===== src/common/hbad_pkg.sv =====
/*
  Decoder package: register offsets, control field
  positions, reset values, route codes and address boundaries.
  Assumes a 44-bit processor address and 4 KB window bounds.
*/
`default_nettype none
package hbad_pkg;
  // address widths
  localparam int ADDR_W = 44; // processor side address width
  localparam int DMA_W = 32; // I/O bus memory space address width
  localparam int PAGE_W = 32; // window bounds are held as 4 KB page numbers
  localparam int REG_AW = 8; // avalon byte address width

  // register byte offsets
  localparam logic [REG_AW-1:0] OFS_CTRL = 8'h00;
  localparam logic [REG_AW-1:0] OFS_STATUS = 8'h04;
  localparam logic [REG_AW-1:0] OFS_MASK = 8'h08;
  localparam logic [REG_AW-1:0] OFS_CTL_AREA_BASE = 8'h0c;
  localparam logic [REG_AW-1:0] OFS_PIO_BASE = 8'h10;
  localparam logic [REG_AW-1:0] OFS_PIO_TOP = 8'h14;
  localparam logic [REG_AW-1:0] OFS_PMEM_BASE = 8'h18;
  localparam logic [REG_AW-1:0] OFS_PMEM_TOP = 8'h1c;
  localparam logic [REG_AW-1:0] OFS_FIRST_SM_TOP = 8'h20;
  localparam logic [REG_AW-1:0] OFS_SM_WIN = 8'h40; // base, top pairs, 8 bytes apart

  // control register fields
  localparam int CTRL_W = 8;
  localparam int CB_PROC_HOLE = 0;
  localparam int CB_IO_HOLE = 1;
  localparam int CB_PERIPH_ALIAS = 2;
  localparam int CB_SYSMEM_ALIAS = 3;
  localparam int CB_DISCONTIG = 4;
  localparam int CB_ADDR64 = 5;
  localparam int CB_FWD_RSVD_IO = 6;
  localparam int CB_DMA_CTL_FWD = 7;
  localparam logic [CTRL_W-1:0] CTRL_RESET = 8'h00; // every mode off at reset

  // status / mask fields
  localparam int ST_W = 3;
  localparam int SB_CPU_UNDEF = 0;
  localparam int SB_DMA_PIO = 1;
  localparam int SB_CPU_RSVD_IO = 2;

  // window bound reset values (page numbers)
  localparam logic [PAGE_W-1:0] PAGE_RESET = 32'h0000_0000;

  // fixed boundaries
  localparam logic [ADDR_W-1:0] A_4GB = 44'h001_0000_0000;
  localparam logic [ADDR_W-1:0] A_640K = 44'h000_000a_0000;
  localparam logic [ADDR_W-1:0] A_768K = 44'h000_000c_0000;
  localparam logic [DMA_W-1:0] D_640K = 32'h000a_0000;
  localparam logic [DMA_W-1:0] D_1M = 32'h0010_0000;
  localparam logic [ADDR_W-1:0] ALIAS_SPAN_M1 = 44'h000_00ff_ffff; // 16 MB - 1
  localparam logic [DMA_W-1:0] D_ALIAS_SPAN_M1 = 32'h00ff_ffff;
  localparam logic [DMA_W-1:0] IO_64K = 32'h0001_0000;
  localparam logic [DMA_W-1:0] IO_8M = 32'h0080_0000;
  localparam logic [11:0] PAGE_LOW = 12'h000;
  localparam logic [11:0] PAGE_HIGH = 12'hfff;

  // processor access routes
  typedef enum logic [2:0] {
    HBAD_RT_ROM,
    HBAD_RT_SYSMEM,
    HBAD_RT_IO_MEM,
    HBAD_RT_IO_SPACE,
    HBAD_RT_RSVD,
    HBAD_RT_UNDEF
  } hbad_route_t;
endpackage
`default_nettype wire


===== src/design/hbad_decoder.sv =====
/*
  Decoder top: routes and translates processor loads and
  stores, decides inbound DMA response and translation, holds
  configuration, status and mask registers behind an Avalon-MM slave.
  Assumes requests synchronous to clk_sys_i, one per cycle
  per path; results one clock after the request.
*/
`default_nettype none
module hbad_decoder
  import hbad_pkg::*;
#(
  parameter int N_SM = 2, // additional system memory windows
  parameter bit IS_PRIMARY = 1'b1 // this is the primary_bridge
) (
  input wire logic clk_sys_i, // bridge clock
  input wire logic nrst_i, // asynchronous reset, active low
  // avalon-mm register slave
  input wire logic [REG_AW-1:0] avs_address_i, // byte address
  input wire logic avs_read_i,
  input wire logic avs_write_i,
  input wire logic [31:0] avs_writedata_i,
  input wire logic [3:0] avs_byteenable_i,
  output logic [31:0] avs_readdata_o,
  output logic avs_waitrequest_o,
  output logic irq_o, // level, unmasked status pending
  // processor load/store decode
  input wire logic cpu_req_i, // one-cycle request
  input wire logic [ADDR_W-1:0] cpu_addr_i,
  output logic cpu_valid_o, // one-cycle result strobe
  output logic [2:0] cpu_route_o, // hbad_route_t code
  output logic [ADDR_W-1:0] cpu_addr_o, // translated address
  // inbound DMA decode
  input wire logic dma_req_i, // one-cycle request
  input wire logic dma_io_space_i, // request targets I/O space, not memory
  input wire logic [DMA_W-1:0] dma_addr_i,
  output logic dma_valid_o, // one-cycle result strobe
  output logic dma_respond_o, // bridge claims the access
  output logic dma_error_o, // claimed and signalled as error
  output logic dma_xlate_o, // address goes on to translation_entry lookup
  output logic [DMA_W-1:0] dma_addr_o // pre-translated address
);
  // configuration and state registers
  logic [CTRL_W-1:0] ctrl_reg; // mode enables
  logic [ST_W-1:0] status_reg; // sticky events
  logic [ST_W-1:0] status_next;
  logic [ST_W-1:0] mask_reg; // interrupt mask
  logic [PAGE_W-1:0] ctl_area_base_reg;
  logic [PAGE_W-1:0] pio_base_reg;
  logic [PAGE_W-1:0] pio_top_reg;
  logic [PAGE_W-1:0] pmem_base_reg;
  logic [PAGE_W-1:0] pmem_top_reg;
  logic [PAGE_W-1:0] first_sm_top_reg;
  logic [PAGE_W-1:0] sm_base_reg [N_SM];
  logic [PAGE_W-1:0] sm_top_reg [N_SM];
  // bus handshake
  logic wait_reg; // waitrequest
  logic [31:0] rdata_reg;
  logic irq_reg;
  logic bus_done; // request completes on this edge
  logic [31:0] rd_mux; // read data for current address
  logic [31:0] wmask; // byte enables as bit mask
  // decode events
  logic ev_cpu_undef;
  logic ev_cpu_rsvd;
  logic ev_dma_pio;

  // full-width bounds, rebuilt from page registers each decode
  logic [ADDR_W-1:0] cab_a;
  logic [ADDR_W-1:0] pio_base_a;
  logic [ADDR_W-1:0] pio_top_a;
  logic [ADDR_W-1:0] pm_base_a;
  logic [ADDR_W-1:0] pm_top_a;
  logic [ADDR_W-1:0] alias_base_a; // alias_window_base
  logic [ADDR_W-1:0] sm0_top_a;
  assign cab_a = {ctl_area_base_reg, PAGE_LOW};
  assign pio_base_a = {pio_base_reg, PAGE_LOW};
  assign pio_top_a = {pio_top_reg, PAGE_HIGH};
  assign pm_base_a = {pmem_base_reg, PAGE_LOW};
  assign pm_top_a = {pmem_top_reg, PAGE_HIGH};
  assign alias_base_a = pm_top_a - ALIAS_SPAN_M1;
  assign sm0_top_a = {first_sm_top_reg, PAGE_HIGH};

  // mode enables; the primary-only features are forced off here when IS_PRIMARY is clear
  logic proc_hole_en;
  logic io_hole_en;
  logic periph_alias_en;
  logic sysmem_alias_en;
  assign proc_hole_en = IS_PRIMARY && ctrl_reg[CB_PROC_HOLE];
  assign io_hole_en = IS_PRIMARY && ctrl_reg[CB_IO_HOLE];
  assign periph_alias_en = IS_PRIMARY && ctrl_reg[CB_PERIPH_ALIAS];
  assign sysmem_alias_en = IS_PRIMARY && ctrl_reg[CB_SYSMEM_ALIAS];

  // processor-side window hits
  logic [N_SM-1:0] sm_hit; // one bit per additional memory window
  logic cpu_in_ctl;
  logic cpu_in_pio;
  logic cpu_in_pm;
  logic cpu_in_alias;
  logic cpu_in_sm0;
  logic cpu_in_hole;
  assign cpu_in_ctl = cpu_addr_i >= cab_a && cpu_addr_i < A_4GB;
  assign cpu_in_pio = cpu_addr_i >= pio_base_a && cpu_addr_i <= pio_top_a;
  assign cpu_in_pm = cpu_addr_i >= pm_base_a && cpu_addr_i <= pm_top_a;
  assign cpu_in_alias = cpu_addr_i >= alias_base_a && cpu_addr_i <= pm_top_a;
  assign cpu_in_sm0 = cpu_addr_i <= sm0_top_a;
  assign cpu_in_hole = cpu_addr_i >= A_640K && cpu_addr_i < A_768K;

  // one comparator pair per additional system memory window
  genvar gi;
  generate
    for (gi = 0; gi < N_SM; gi++) begin : g_sm
      assign sm_hit[gi] = cpu_addr_i >= {sm_base_reg[gi], PAGE_LOW} &&
                          cpu_addr_i <= {sm_top_reg[gi], PAGE_HIGH};
    end
  endgenerate

  // peripheral I/O translation for processor accesses
  logic [ADDR_W-1:0] pio_off_a;
  logic [DMA_W-1:0] pio_io_addr;
  logic pio_rsvd;
  assign pio_off_a = cpu_addr_i - pio_base_a;

  hbad_pio_xlate u_pio (
    .offset_i(pio_off_a[DMA_W-1:0]),
    .discontig_i(ctrl_reg[CB_DISCONTIG]),
    .fwd_rsvd_i(ctrl_reg[CB_FWD_RSVD_IO]),
    .io_addr_o(pio_io_addr),
    .reserved_o(pio_rsvd)
  );

  // processor route selection, first match wins
  hbad_route_t cpu_route;
  logic [ADDR_W-1:0] cpu_xaddr;
  logic [ADDR_W-1:0] alias_off_a;
  assign alias_off_a = cpu_addr_i - alias_base_a;
  always_comb begin
    cpu_route = HBAD_RT_UNDEF;
    cpu_xaddr = cpu_addr_i;
    if (cpu_in_ctl) begin
      // rom controller, passed on untranslated here
      cpu_route = HBAD_RT_ROM;
    end else if (cpu_in_pio) begin
      // peripheral I/O window, translated to I/O space
      cpu_route = pio_rsvd ? HBAD_RT_RSVD : HBAD_RT_IO_SPACE;
      cpu_xaddr = {{(ADDR_W-DMA_W){1'b0}}, pio_io_addr};
    end else if (cpu_in_pm) begin
      // peripheral memory, alias top 16 MB folds to zero when enabled
      cpu_route = HBAD_RT_IO_MEM;
      if (periph_alias_en && cpu_in_alias) begin
        cpu_xaddr = {20'h00000, alias_off_a[23:0]};
      end
    end else if (|sm_hit) begin
      // additional system memory, no translation
      cpu_route = HBAD_RT_SYSMEM;
    end else if (cpu_in_sm0) begin
      // low memory, hole goes to the I/O bus when enabled
      cpu_route = (proc_hole_en && cpu_in_hole) ? HBAD_RT_IO_MEM : HBAD_RT_SYSMEM;
    end else begin
      // undefined space, reported through status
      cpu_route = HBAD_RT_UNDEF;
    end
  end

  // processor result registers
  always_ff @(posedge clk_sys_i or negedge nrst_i) begin
    if (!nrst_i) begin
      cpu_valid_o <= 1'b0;
      cpu_route_o <= 3'h0;
      cpu_addr_o <= '0;
    end else begin
      cpu_valid_o <= cpu_req_i;
      if (cpu_req_i) begin
        cpu_route_o <= cpu_route;
        cpu_addr_o <= cpu_xaddr;
      end
    end
  end

  assign ev_cpu_undef = cpu_req_i && cpu_route == HBAD_RT_UNDEF;
  assign ev_cpu_rsvd = cpu_req_i && cpu_route == HBAD_RT_RSVD;

  // dma-side window hits; only the low 32 bits exist on the I/O bus
  logic [DMA_W-1:0] d_pio_base;
  logic [DMA_W-1:0] d_pio_top;
  logic [DMA_W-1:0] d_pm_base;
  logic [DMA_W-1:0] d_pm_top;
  logic [DMA_W-1:0] d_alias_base;
  logic [DMA_W-1:0] d_alias_off;
  logic d_ctl_valid; // control area base lies below 4 GB
  logic [DMA_W-1:0] d_cab;
  assign d_pio_base = pio_base_a[DMA_W-1:0];
  assign d_pio_top = pio_top_a[DMA_W-1:0];
  assign d_pm_base = pm_base_a[DMA_W-1:0];
  assign d_pm_top = pm_top_a[DMA_W-1:0];
  assign d_alias_base = d_pm_top - D_ALIAS_SPAN_M1;
  assign d_alias_off = dma_addr_i - d_alias_base;
  assign d_ctl_valid = cab_a < A_4GB;
  assign d_cab = cab_a[DMA_W-1:0];

  // dma response decision, first match wins
  logic d_resp;
  logic d_err;
  logic d_fwd; // claimed and forwarded to the host side
  logic [DMA_W-1:0] d_xaddr;
  always_comb begin
    d_resp = 1'b1;
    d_err = 1'b0;
    d_fwd = 1'b1;
    d_xaddr = dma_addr_i;
    if (dma_io_space_i) begin
      // the bridge is never an I/O space target
      d_resp = 1'b0;
      d_fwd = 1'b0;
    end else if (dma_addr_i >= d_pio_base && dma_addr_i <= d_pio_top) begin
      // own peripheral I/O window: claim and signal error
      d_err = 1'b1;
      d_fwd = 1'b0;
    end else if (dma_addr_i >= d_pm_base && dma_addr_i <= d_pm_top) begin
      if (sysmem_alias_en && dma_addr_i >= d_alias_base) begin
        // alias window folds onto 0 .. 16 MB - 1
        d_xaddr = {8'h00, d_alias_off[23:0]};
      end else begin
        // device to device transfer, left to the target
        d_resp = 1'b0;
        d_fwd = 1'b0;
      end
    end else if (IS_PRIMARY && dma_addr_i >= D_640K && dma_addr_i < D_1M) begin
      // legacy range follows the io-hole
      d_resp = !io_hole_en;
      d_fwd = !io_hole_en;
    end else if (d_ctl_valid && dma_addr_i >= d_cab) begin
      // control area: forwarding is a software choice
      d_resp = ctrl_reg[CB_DMA_CTL_FWD];
      d_fwd = ctrl_reg[CB_DMA_CTL_FWD];
    end else begin
      // everything else passes untranslated
      d_resp = 1'b1;
    end
  end

  // dma result registers
  always_ff @(posedge clk_sys_i or negedge nrst_i) begin
    if (!nrst_i) begin
      dma_valid_o <= 1'b0;
      dma_respond_o <= 1'b0;
      dma_error_o <= 1'b0;
      dma_xlate_o <= 1'b0;
      dma_addr_o <= '0;
    end else begin
      dma_valid_o <= dma_req_i;
      if (dma_req_i) begin
        dma_respond_o <= d_resp;
        dma_error_o <= d_err;
        // forwarded addresses take the entry table when enabled
        dma_xlate_o <= d_fwd && ctrl_reg[CB_ADDR64];
        dma_addr_o <= d_xaddr;
      end
    end
  end

  assign ev_dma_pio = dma_req_i && d_err;

  // avalon slave: waitrequest drops for one cycle per request
  assign bus_done = (avs_read_i || avs_write_i) && !wait_reg;
  generate
    for (gi = 0; gi < 4; gi++) begin : g_be
      assign wmask[gi*8 +: 8] = {8{avs_byteenable_i[gi]}};
    end
  endgenerate

  // read mux; unmapped offsets read zero
  always_comb begin
    rd_mux = 32'h0000_0000;
    unique case (avs_address_i)
      OFS_CTRL: rd_mux = {24'h000000, ctrl_reg};
      OFS_STATUS: rd_mux = {29'h0000_0000, status_reg};
      OFS_MASK: rd_mux = {29'h0000_0000, mask_reg};
      OFS_CTL_AREA_BASE: rd_mux = ctl_area_base_reg;
      OFS_PIO_BASE: rd_mux = pio_base_reg;
      OFS_PIO_TOP: rd_mux = pio_top_reg;
      OFS_PMEM_BASE: rd_mux = pmem_base_reg;
      OFS_PMEM_TOP: rd_mux = pmem_top_reg;
      OFS_FIRST_SM_TOP: rd_mux = first_sm_top_reg;
      default: begin
        for (int i = 0; i < N_SM; i++) begin
          if (avs_address_i == OFS_SM_WIN + REG_AW'(8 * i)) begin
            rd_mux = sm_base_reg[i];
          end
          if (avs_address_i == OFS_SM_WIN + REG_AW'(8 * i + 4)) begin
            rd_mux = sm_top_reg[i];
          end
        end
      end
    endcase
  end

  // handshake and read data; the slave answers on the second edge
  always_ff @(posedge clk_sys_i or negedge nrst_i) begin
    if (!nrst_i) begin
      wait_reg <= 1'b1;
      rdata_reg <= 32'h0000_0000;
    end else begin
      wait_reg <= !((avs_read_i || avs_write_i) && wait_reg);
      if (avs_read_i && wait_reg) begin
        rdata_reg <= rd_mux;
      end
    end
  end

  // control and mask writes; modes reset to off
  always_ff @(posedge clk_sys_i or negedge nrst_i) begin
    if (!nrst_i) begin
      ctrl_reg <= CTRL_RESET;
      mask_reg <= '0;
    end else if (bus_done && avs_write_i) begin
      if (avs_address_i == OFS_CTRL) begin
        ctrl_reg <= (ctrl_reg & ~wmask[CTRL_W-1:0]) | (avs_writedata_i[CTRL_W-1:0] &
                    wmask[CTRL_W-1:0]);
      end
      if (avs_address_i == OFS_MASK) begin
        mask_reg <= (mask_reg & ~wmask[ST_W-1:0]) | (avs_writedata_i[ST_W-1:0] &
                    wmask[ST_W-1:0]);
      end
    end
  end

  // window bound writes, byte-lane merged
  always_ff @(posedge clk_sys_i or negedge nrst_i) begin
    if (!nrst_i) begin
      ctl_area_base_reg <= PAGE_RESET;
      pio_base_reg <= PAGE_RESET;
      pio_top_reg <= PAGE_RESET;
      pmem_base_reg <= PAGE_RESET;
      pmem_top_reg <= PAGE_RESET;
      first_sm_top_reg <= PAGE_RESET;
      for (int i = 0; i < N_SM; i++) begin
        sm_base_reg[i] <= PAGE_RESET;
        sm_top_reg[i] <= PAGE_RESET;
      end
    end else if (bus_done && avs_write_i) begin
      unique case (avs_address_i)
        OFS_CTL_AREA_BASE: ctl_area_base_reg <= merge(ctl_area_base_reg);
        OFS_PIO_BASE: pio_base_reg <= merge(pio_base_reg);
        OFS_PIO_TOP: pio_top_reg <= merge(pio_top_reg);
        OFS_PMEM_BASE: pmem_base_reg <= merge(pmem_base_reg);
        OFS_PMEM_TOP: pmem_top_reg <= merge(pmem_top_reg);
        OFS_FIRST_SM_TOP: first_sm_top_reg <= merge(first_sm_top_reg);
        default: begin
          for (int i = 0; i < N_SM; i++) begin
            if (avs_address_i == OFS_SM_WIN + REG_AW'(8 * i)) begin
              sm_base_reg[i] <= merge(sm_base_reg[i]);
            end
            if (avs_address_i == OFS_SM_WIN + REG_AW'(8 * i + 4)) begin
              sm_top_reg[i] <= merge(sm_top_reg[i]);
            end
          end
        end
      endcase
    end
  end

  // byte-enable merge of write data into an old value
  function automatic logic [31:0] merge(input logic [31:0] old);
    return (old & ~wmask) | (avs_writedata_i & wmask);
  endfunction

  // sticky status: a same-cycle event beats the read-clear
  always_comb begin
    status_next = status_reg;
    if (bus_done && avs_read_i && avs_address_i == OFS_STATUS) begin
      status_next = '0;
    end
    status_next[SB_CPU_UNDEF] = status_next[SB_CPU_UNDEF] | ev_cpu_undef;
    status_next[SB_DMA_PIO] = status_next[SB_DMA_PIO] | ev_dma_pio;
    status_next[SB_CPU_RSVD_IO] = status_next[SB_CPU_RSVD_IO] | ev_cpu_rsvd;
  end

  // status and interrupt level
  always_ff @(posedge clk_sys_i or negedge nrst_i) begin
    if (!nrst_i) begin
      status_reg <= '0;
      irq_reg <= 1'b0;
    end else begin
      status_reg <= status_next;
      irq_reg <= |(status_next & mask_reg);
    end
  end

  assign avs_readdata_o = rdata_reg;
  assign avs_waitrequest_o = wait_reg;
  assign irq_o = irq_reg;
endmodule
`default_nettype wire


===== src/design/hbad_pio_xlate.sv =====
/*
  Peripheral I/O window translation: turns a window offset
  into an I/O bus I/O space address.
  Assumes the offset lies inside the window.
*/
`default_nettype none
module hbad_pio_xlate
  import hbad_pkg::*;
(
  input wire logic [DMA_W-1:0] offset_i, // offset from periph_io_base
  input wire logic discontig_i, // discontiguous mode enable
  input wire logic fwd_rsvd_i, // pass the reserved band through
  output logic [DMA_W-1:0] io_addr_o, // I/O space address
  output logic reserved_o // offset hits the reserved band outside discontiguous mode while fwd_rsvd_i is clear
);
  // pure decode; the parent registers the result
  always_comb begin
    io_addr_o = offset_i;
    reserved_o = 1'b0;
    if (discontig_i && offset_i < IO_8M) begin
      // page number picks the 32-byte block, the top 7 offset bits are dropped
      io_addr_o = {16'h0000, offset_i[22:12], offset_i[4:0]};
    end else if (!discontig_i && offset_i >= IO_64K && offset_i < IO_8M) begin
      // reserved band: forwarded 1:1 only when software allows it
      reserved_o = !fwd_rsvd_i;
    end else begin
      // 8 MB upward, and the low 64 KB outside discontiguous mode, map one to one
      io_addr_o = offset_i;
    end
  end
endmodule
`default_nettype wire


===== config.mk =====
export PLATFORM = sky130hd
export DESIGN_NAME = hbad_decoder
export DESIGN_NICKNAME = d
export VERILOG_FILES = /design/src/common/hbad_pkg.sv /design/src/design/hbad_decoder.sv /design/src/design/hbad_pio_xlate.sv
export SDC_FILE = /design/constraint.sdc
export NUM_CORES = 2
export LEC_CHECK = 0
export ABC_AREA = 0
export BUFFER_PORTS_ARGS = -buffer_cell sky130_fd_sc_hd__buf_4
export CAP_MARGIN = 15
export CORE_MARGIN = 3
export CORE_UTILIZATION = 56
export DETAILED_ROUTE_END_ITERATION = 7
export GPL_TIMING_DRIVEN = 1
export PLACE_DENSITY = 0.85
export SLEW_MARGIN = 15
export SYNTH_ARGS = -nofsm -noshare
export SYNTH_HDL_FRONTEND = slang
export SYNTH_HIERARCHICAL = 1
export SYNTH_SLANG_ARGS = --single-unit

===== constraint.sdc =====
create_clock -name clk_sys_i -period 3.8 [get_ports clk_sys_i]
set_clock_uncertainty 0.1 [all_clocks]
set_input_delay 0.19 -clock clk_sys_i [delete_from_list [all_inputs] [get_ports clk_sys_i]]
set_output_delay 0.19 -clock clk_sys_i [all_outputs]
set_load 0.005 [all_outputs]

# Word level (Yosys, flattened, before mapping)
# Cells that the tools add are included.
[word_totals]
reg_bits = 452
output_inout_bits = 118
[classes]
addsub = 5
n_lt_le_gt_ge = 25
eq_ne = 14
n_mux = 34
n_bitwise = 35
n_reduce_logical = 49
[op_table]
columns = ["operator", "n"]
rows = [
  ["bitwise AND 32 bit", 11],
  ["bitwise OR 32 bit", 10],
  ["2-to-1 mux 32 bit", 9],
  ["one-hot mux 32 bit (9 select lines)", 1],
  ["greater-or-equal comparator 44 bit", 6],
  ["less-or-equal comparator 44 bit", 5],
  ["2-to-1 mux 44 bit", 4],
  ["greater-or-equal comparator 32 bit", 4],
  ["< comparator 44 x 33 -> 1 bit, second input constant", 2],
  ["less-or-equal comparator 32 bit", 2],
  ["subtractor 24 bit", 2],
  ["greater-or-equal comparator 44 x 20 -> 1 bit, second input constant", 1],
  ["< comparator 44 x 20 -> 1 bit, second input constant", 1],
  ["subtractor 44 x 24 -> 44 bit, second input constant", 1],
  ["equality test 8 x 5 -> 1 bit, second input constant", 4],
  ["equality test 8 x 7 -> 1 bit, second input constant", 4],
  ["greater-or-equal comparator 32 x 17 -> 1 bit, second input constant", 1],
  ["greater-or-equal comparator 32 x 20 -> 1 bit, second input constant", 1],
  ["< comparator 32 x 21 -> 1 bit, second input constant", 1],
  ["< comparator 32 x 24 -> 1 bit, second input constant", 1],
  ["NOT 32 bit", 1],
  ["subtractor 32 x 24 -> 32 bit, second input constant", 1],
  ["subtractor 32 bit", 1],
  ["logical AND 1 bit", 27],
  ["other kinds (23)", 61],
]

# Logic depth before layout (Yosys ltp)
[logic_depth]
depth_word = 14
mapped_depth = 22
depth_no_buf = 20

# Cells and area by module
# The synthesis kept the hierarchy.
[by_module_without_submodules]
columns = ["module", "n_inst", "cells_per_inst", "area_per_inst_um2"]
rows = [
  ["hbad_decoder", 1, 3258, 32338.5],
  ["hbad_pio_xlate", 1, 40, 354.1],
]

# Least setup slack after synthesis
# Ideal clock, no wire load.
[synth_path]
path_type = "register -> register"
startpoint = "register (tool-made name)"
endpoint = "register cpu_addr_o[14]"
arrival_ps = 3882
required_ps = 3575
path_slack_ps = -307
path_stages_with_launch = 22
period_less_slack_ps = 4107
cell_sequence = "dfrtp_1 clkbuf_1 and4_1 and2_1 and3_1 or2_2 nor2b_1 nand3_1 or4_1 nor2b_1 xnor2_1 ha_1 a21o_1 a21oi_1 o21ai_0 o311a_1 nand2_1 o21ai_2 buf_6 buf_6 nor2_1 o2bb2ai_1"
[synth_lines]
columns = ["element", "line", "source"]
rows = [
  ["end signal, assigned", "hbad_decoder.sv:174", "cpu_addr_o <= cpu_xaddr;"],
  ["end, declared", "hbad_decoder.sv:31", "output logic [ADDR_W-1:0] cpu_addr_o,"],
]

==> flow_summary.ini <==
[floorplanning]
initial_utilization = 0.573
core_area_sq_um = 57000
pin_count = 245
die_boundary_width_um = 248
floorplan.rows = 87
die_height_um = 248
die_area_sq_um = 61300

[logic_synthesis]
ys_ff_latch = 452
synth_cells = 3298
syn_avg_cell_area_sq_um = 9.91
netlist.area_leader.share = 0.345
register_area_share_after_synthesis = 0.346
synth_edf_count = 0
netlist.top_cell.by_area = dfrtp_1
synthesized_nets = 3901
synthMostInstantiatedCell = ha_1
post_synth_main_area_contributors = dfrtp_1 35%, ha_1 18%, mux2_2 12%
syn_area_sq_um = 32700
yosys.cell_types.count = 93
postSynth.topFlopCell = dfrtp_1
synthTopCellsByCount = 473 x ha_1, 451 x dfrtp_1, 343 x inv_1, 343 x mux2_2, 237 x nand2_1
ys_warn_count = 6
synth-async-reset-ratio = 1.00

[setup_path]
crit_path_max_incr_delay_ps = 590
critical_path.cell_chain = and4_1, and2_4, and3_4, or2_4, nor2b_4, nand2_2, nor2_4, xnor2_2, ha_1, nand4_1, a2111oi_4, o31ai_2, or4_4, buf_8, mux2i_4, a21oi_2
worst-r2r-cell-count = 16
critPathArrivalTime_ps = 4520
worstPathBufferInverterCount = 1
path_class = reg2reg
cp_max_fo = 6
r2r_setup_slack_ps = -300
rr_endpoint = dma_addr_o[19]
setup.worst_path.end_class = flop
slowest_stage = or4_4
critical_path_required_ps = 4210
critPathLaunchType = flop
cpLargestDelayFamily = simple AND/OR/NAND/NOR gates

[global_route]
met3_usage = 0.113
pin_count_of_the_biggest_net_entering_global_routing = 98
groute.layer.met1.usage = 0.508
top_usage_layer = met2
first_pass_grt_wire_length_um = 186000
number_of_antenna_violations_at_the_first_check_in_global_routing = 4
grtUsageTotal = 0.399
grt.met2_usage = 0.603
grt_overflow = 0
grt_pass1_vias = 31314

[routing]
ant_nets = 0
wl_per_cell_um = 27.0
routed-via-count = 31201
detail_route.iter0.violations = 4092
remaining_drc_errors = 0
detail_route.first_pass.iterations = 8
total_routed_length_um = 126000
post_drt_via_cell_ratio = 6.69

[job]
cap_viol_max_count = 0

[sta]
whs_ps = 27.1
report.final.hold_viol_count = 0
final.setup.worst_slack_ps = -304
finalCriticalPeriod_ps = 4100
setup_viol = 61
worst_slew_margin_rel = 0.205
fmax_mhz = 244
final.period_utilization = 1.08
final.setup.tns_ps = -11910
maxSlewViolCount = 0
worst-slew-pin-transition_ps = 1180
rsz0062_at_grt = yes

[layout]
flow.area_growth_from_synthesis_pct = 24.4
final_design_area_no_fill_sq_um = 40700
filler_cell_count = 3772
multiInputGateArea_sq_um = 20300
finish.net_count = 4469
drive_gt1_frac = 0.285
final_core_util = 0.713
layout.cells.non_filler = 4662
ff_latch_area_sq_um = 11300

[hold_path]
worst_hold_path_cell_count = 4
worst_hold_path_type = in2reg
worst_hold_startpoint = cpu_addr_i[39]
hold_end = cpu_addr_o[39]

[clocking]
cts_htree_levels = 2
numCtsBuffers = 49
worstSkewPairLatency_ps = 620
cts_max_path_buffers = 3
cts_root_buffer = clkbuf_16
clkTransAtPathRegs_ps = 70
clock_tree_from_tritoncts = yes
cts_sinks = 452

[placement]
placed_cells_incl_taps = 4448
hpwlAfterDp_um = 92500
globalplace.congestion = 1.01
placed_area_sq_um = 37100
buffers_added_on_ports = 244
detailedPlace.worstSlack_ps = -513

[pwr]
vdd_drop_max_mv = 0.311
power.total_mw = 12.9
p_per_area_nw_per_um2 = 317
leakagePower_nw = 18.8

[status]
outcome = finished with violations
violations = setup timing
-- layer usage --
metal,up-vias,part of all wire,wire (um)
li1,13333,-,-
met1,14896,0.36,45500
met2,2334,0.42,53100
met3,634,0.14,17100
met4,4,0.080,10100
met5,-,0.00022,28
-- cells in the final DEF (no fill, tap or decap), types with 12 or more instances in the layout --
cell / instances
xnor2_1: 51
o21a_1: 16
nand2b_1: 12
a22oi_1: 56
a21oi_1: 158
a211oi_1: 15
a221oi_1: 80
nand3_1: 44
buf_4: 521
a31oi_1: 54
o21ai_0: 66
nand4_1: 87
a21o_1: 71
nor2b_1: 19
and4_1: 18
nor2_1: 137
o2bb2ai_1: 21
nor2_2: 18
inv_1: 337
ha_1: 467
dlygate4sd3_1: 99
nor3_1: 45
nand2_1: 234
mux2_2: 341
clkbuf_16: 51
nor4_1: 25
a22o_1: 41
dfrtp_1: 450
clkbuf_1: 16
-- kinds of logic (layout without fill, tap and decap cells) --
logic type               count (synthesis)  after routing  share of synthesized area
AO/OA/AOI/OAI                          728            729                      0.157
XOR/XNOR                                65             65                     0.0174
adder cells (fa/ha/maj)                476            476                      0.183
buffers and inverters                  469           1074                     0.0569
flip-flops                             452            452                      0.346
multiplexers                           367            367                      0.126
other                                    0              1                          0
AND/OR/NAND/NOR                        741            742                      0.113
-- area by class of cell --
| type | count | share of cell area |
|---|---|---|
| diodes | 1 | 0.0000615 |
| clock buffers | 78 | 0.0366 |
| clock inverters | 12 | 0.00329 |
| inverters | 343 | 0.0317 |
| multi-input cells | 2379 | 0.498 |
| flip-flops and latches | 452 | 0.278 |
| well taps | 756 | 0.0233 |
| repair buffers | 641 | 0.129 |
-- how the worst max path moves through the flow --
stage          from              to  cells past startpoint
6_report       flop  dma_addr_o[19]                     16
5_1_grt        flop  cpu_addr_o[22]                     18
4_1_cts        flop  cpu_addr_o[41]                     19
3_5_place_dp   flop  cpu_addr_o[13]                     19
3_3_place_gp   flop  cpu_addr_o[13]                     19
2_1_floorplan  flop  cpu_addr_o[14]                     21
-- power by group --
part | switching (mW) | internal, mW
sequential | 0.180 | 5.02
clock | 2.12 | 2.82
combinational | 1.52 | 1.22
total | 3.82 | 9.07
-- timing repair --
action | in CTS | in global routing
endpoints found under the setup margin | 63 | 65
endpoints found under the hold margin | 489 | 0
pin swaps | 16 | 61
hold buffers | 99 | 0
resized for setup | 41 | 106
cloned | 2 | 0
setup buffers | 12 | 14
-- worst min-delay path, cell delays in order --
cell and delay, ps:
buf_4 170, buf_4 200, nand2_1 70, o2bb2ai_1 50
(Power assumes the default switching activity.)
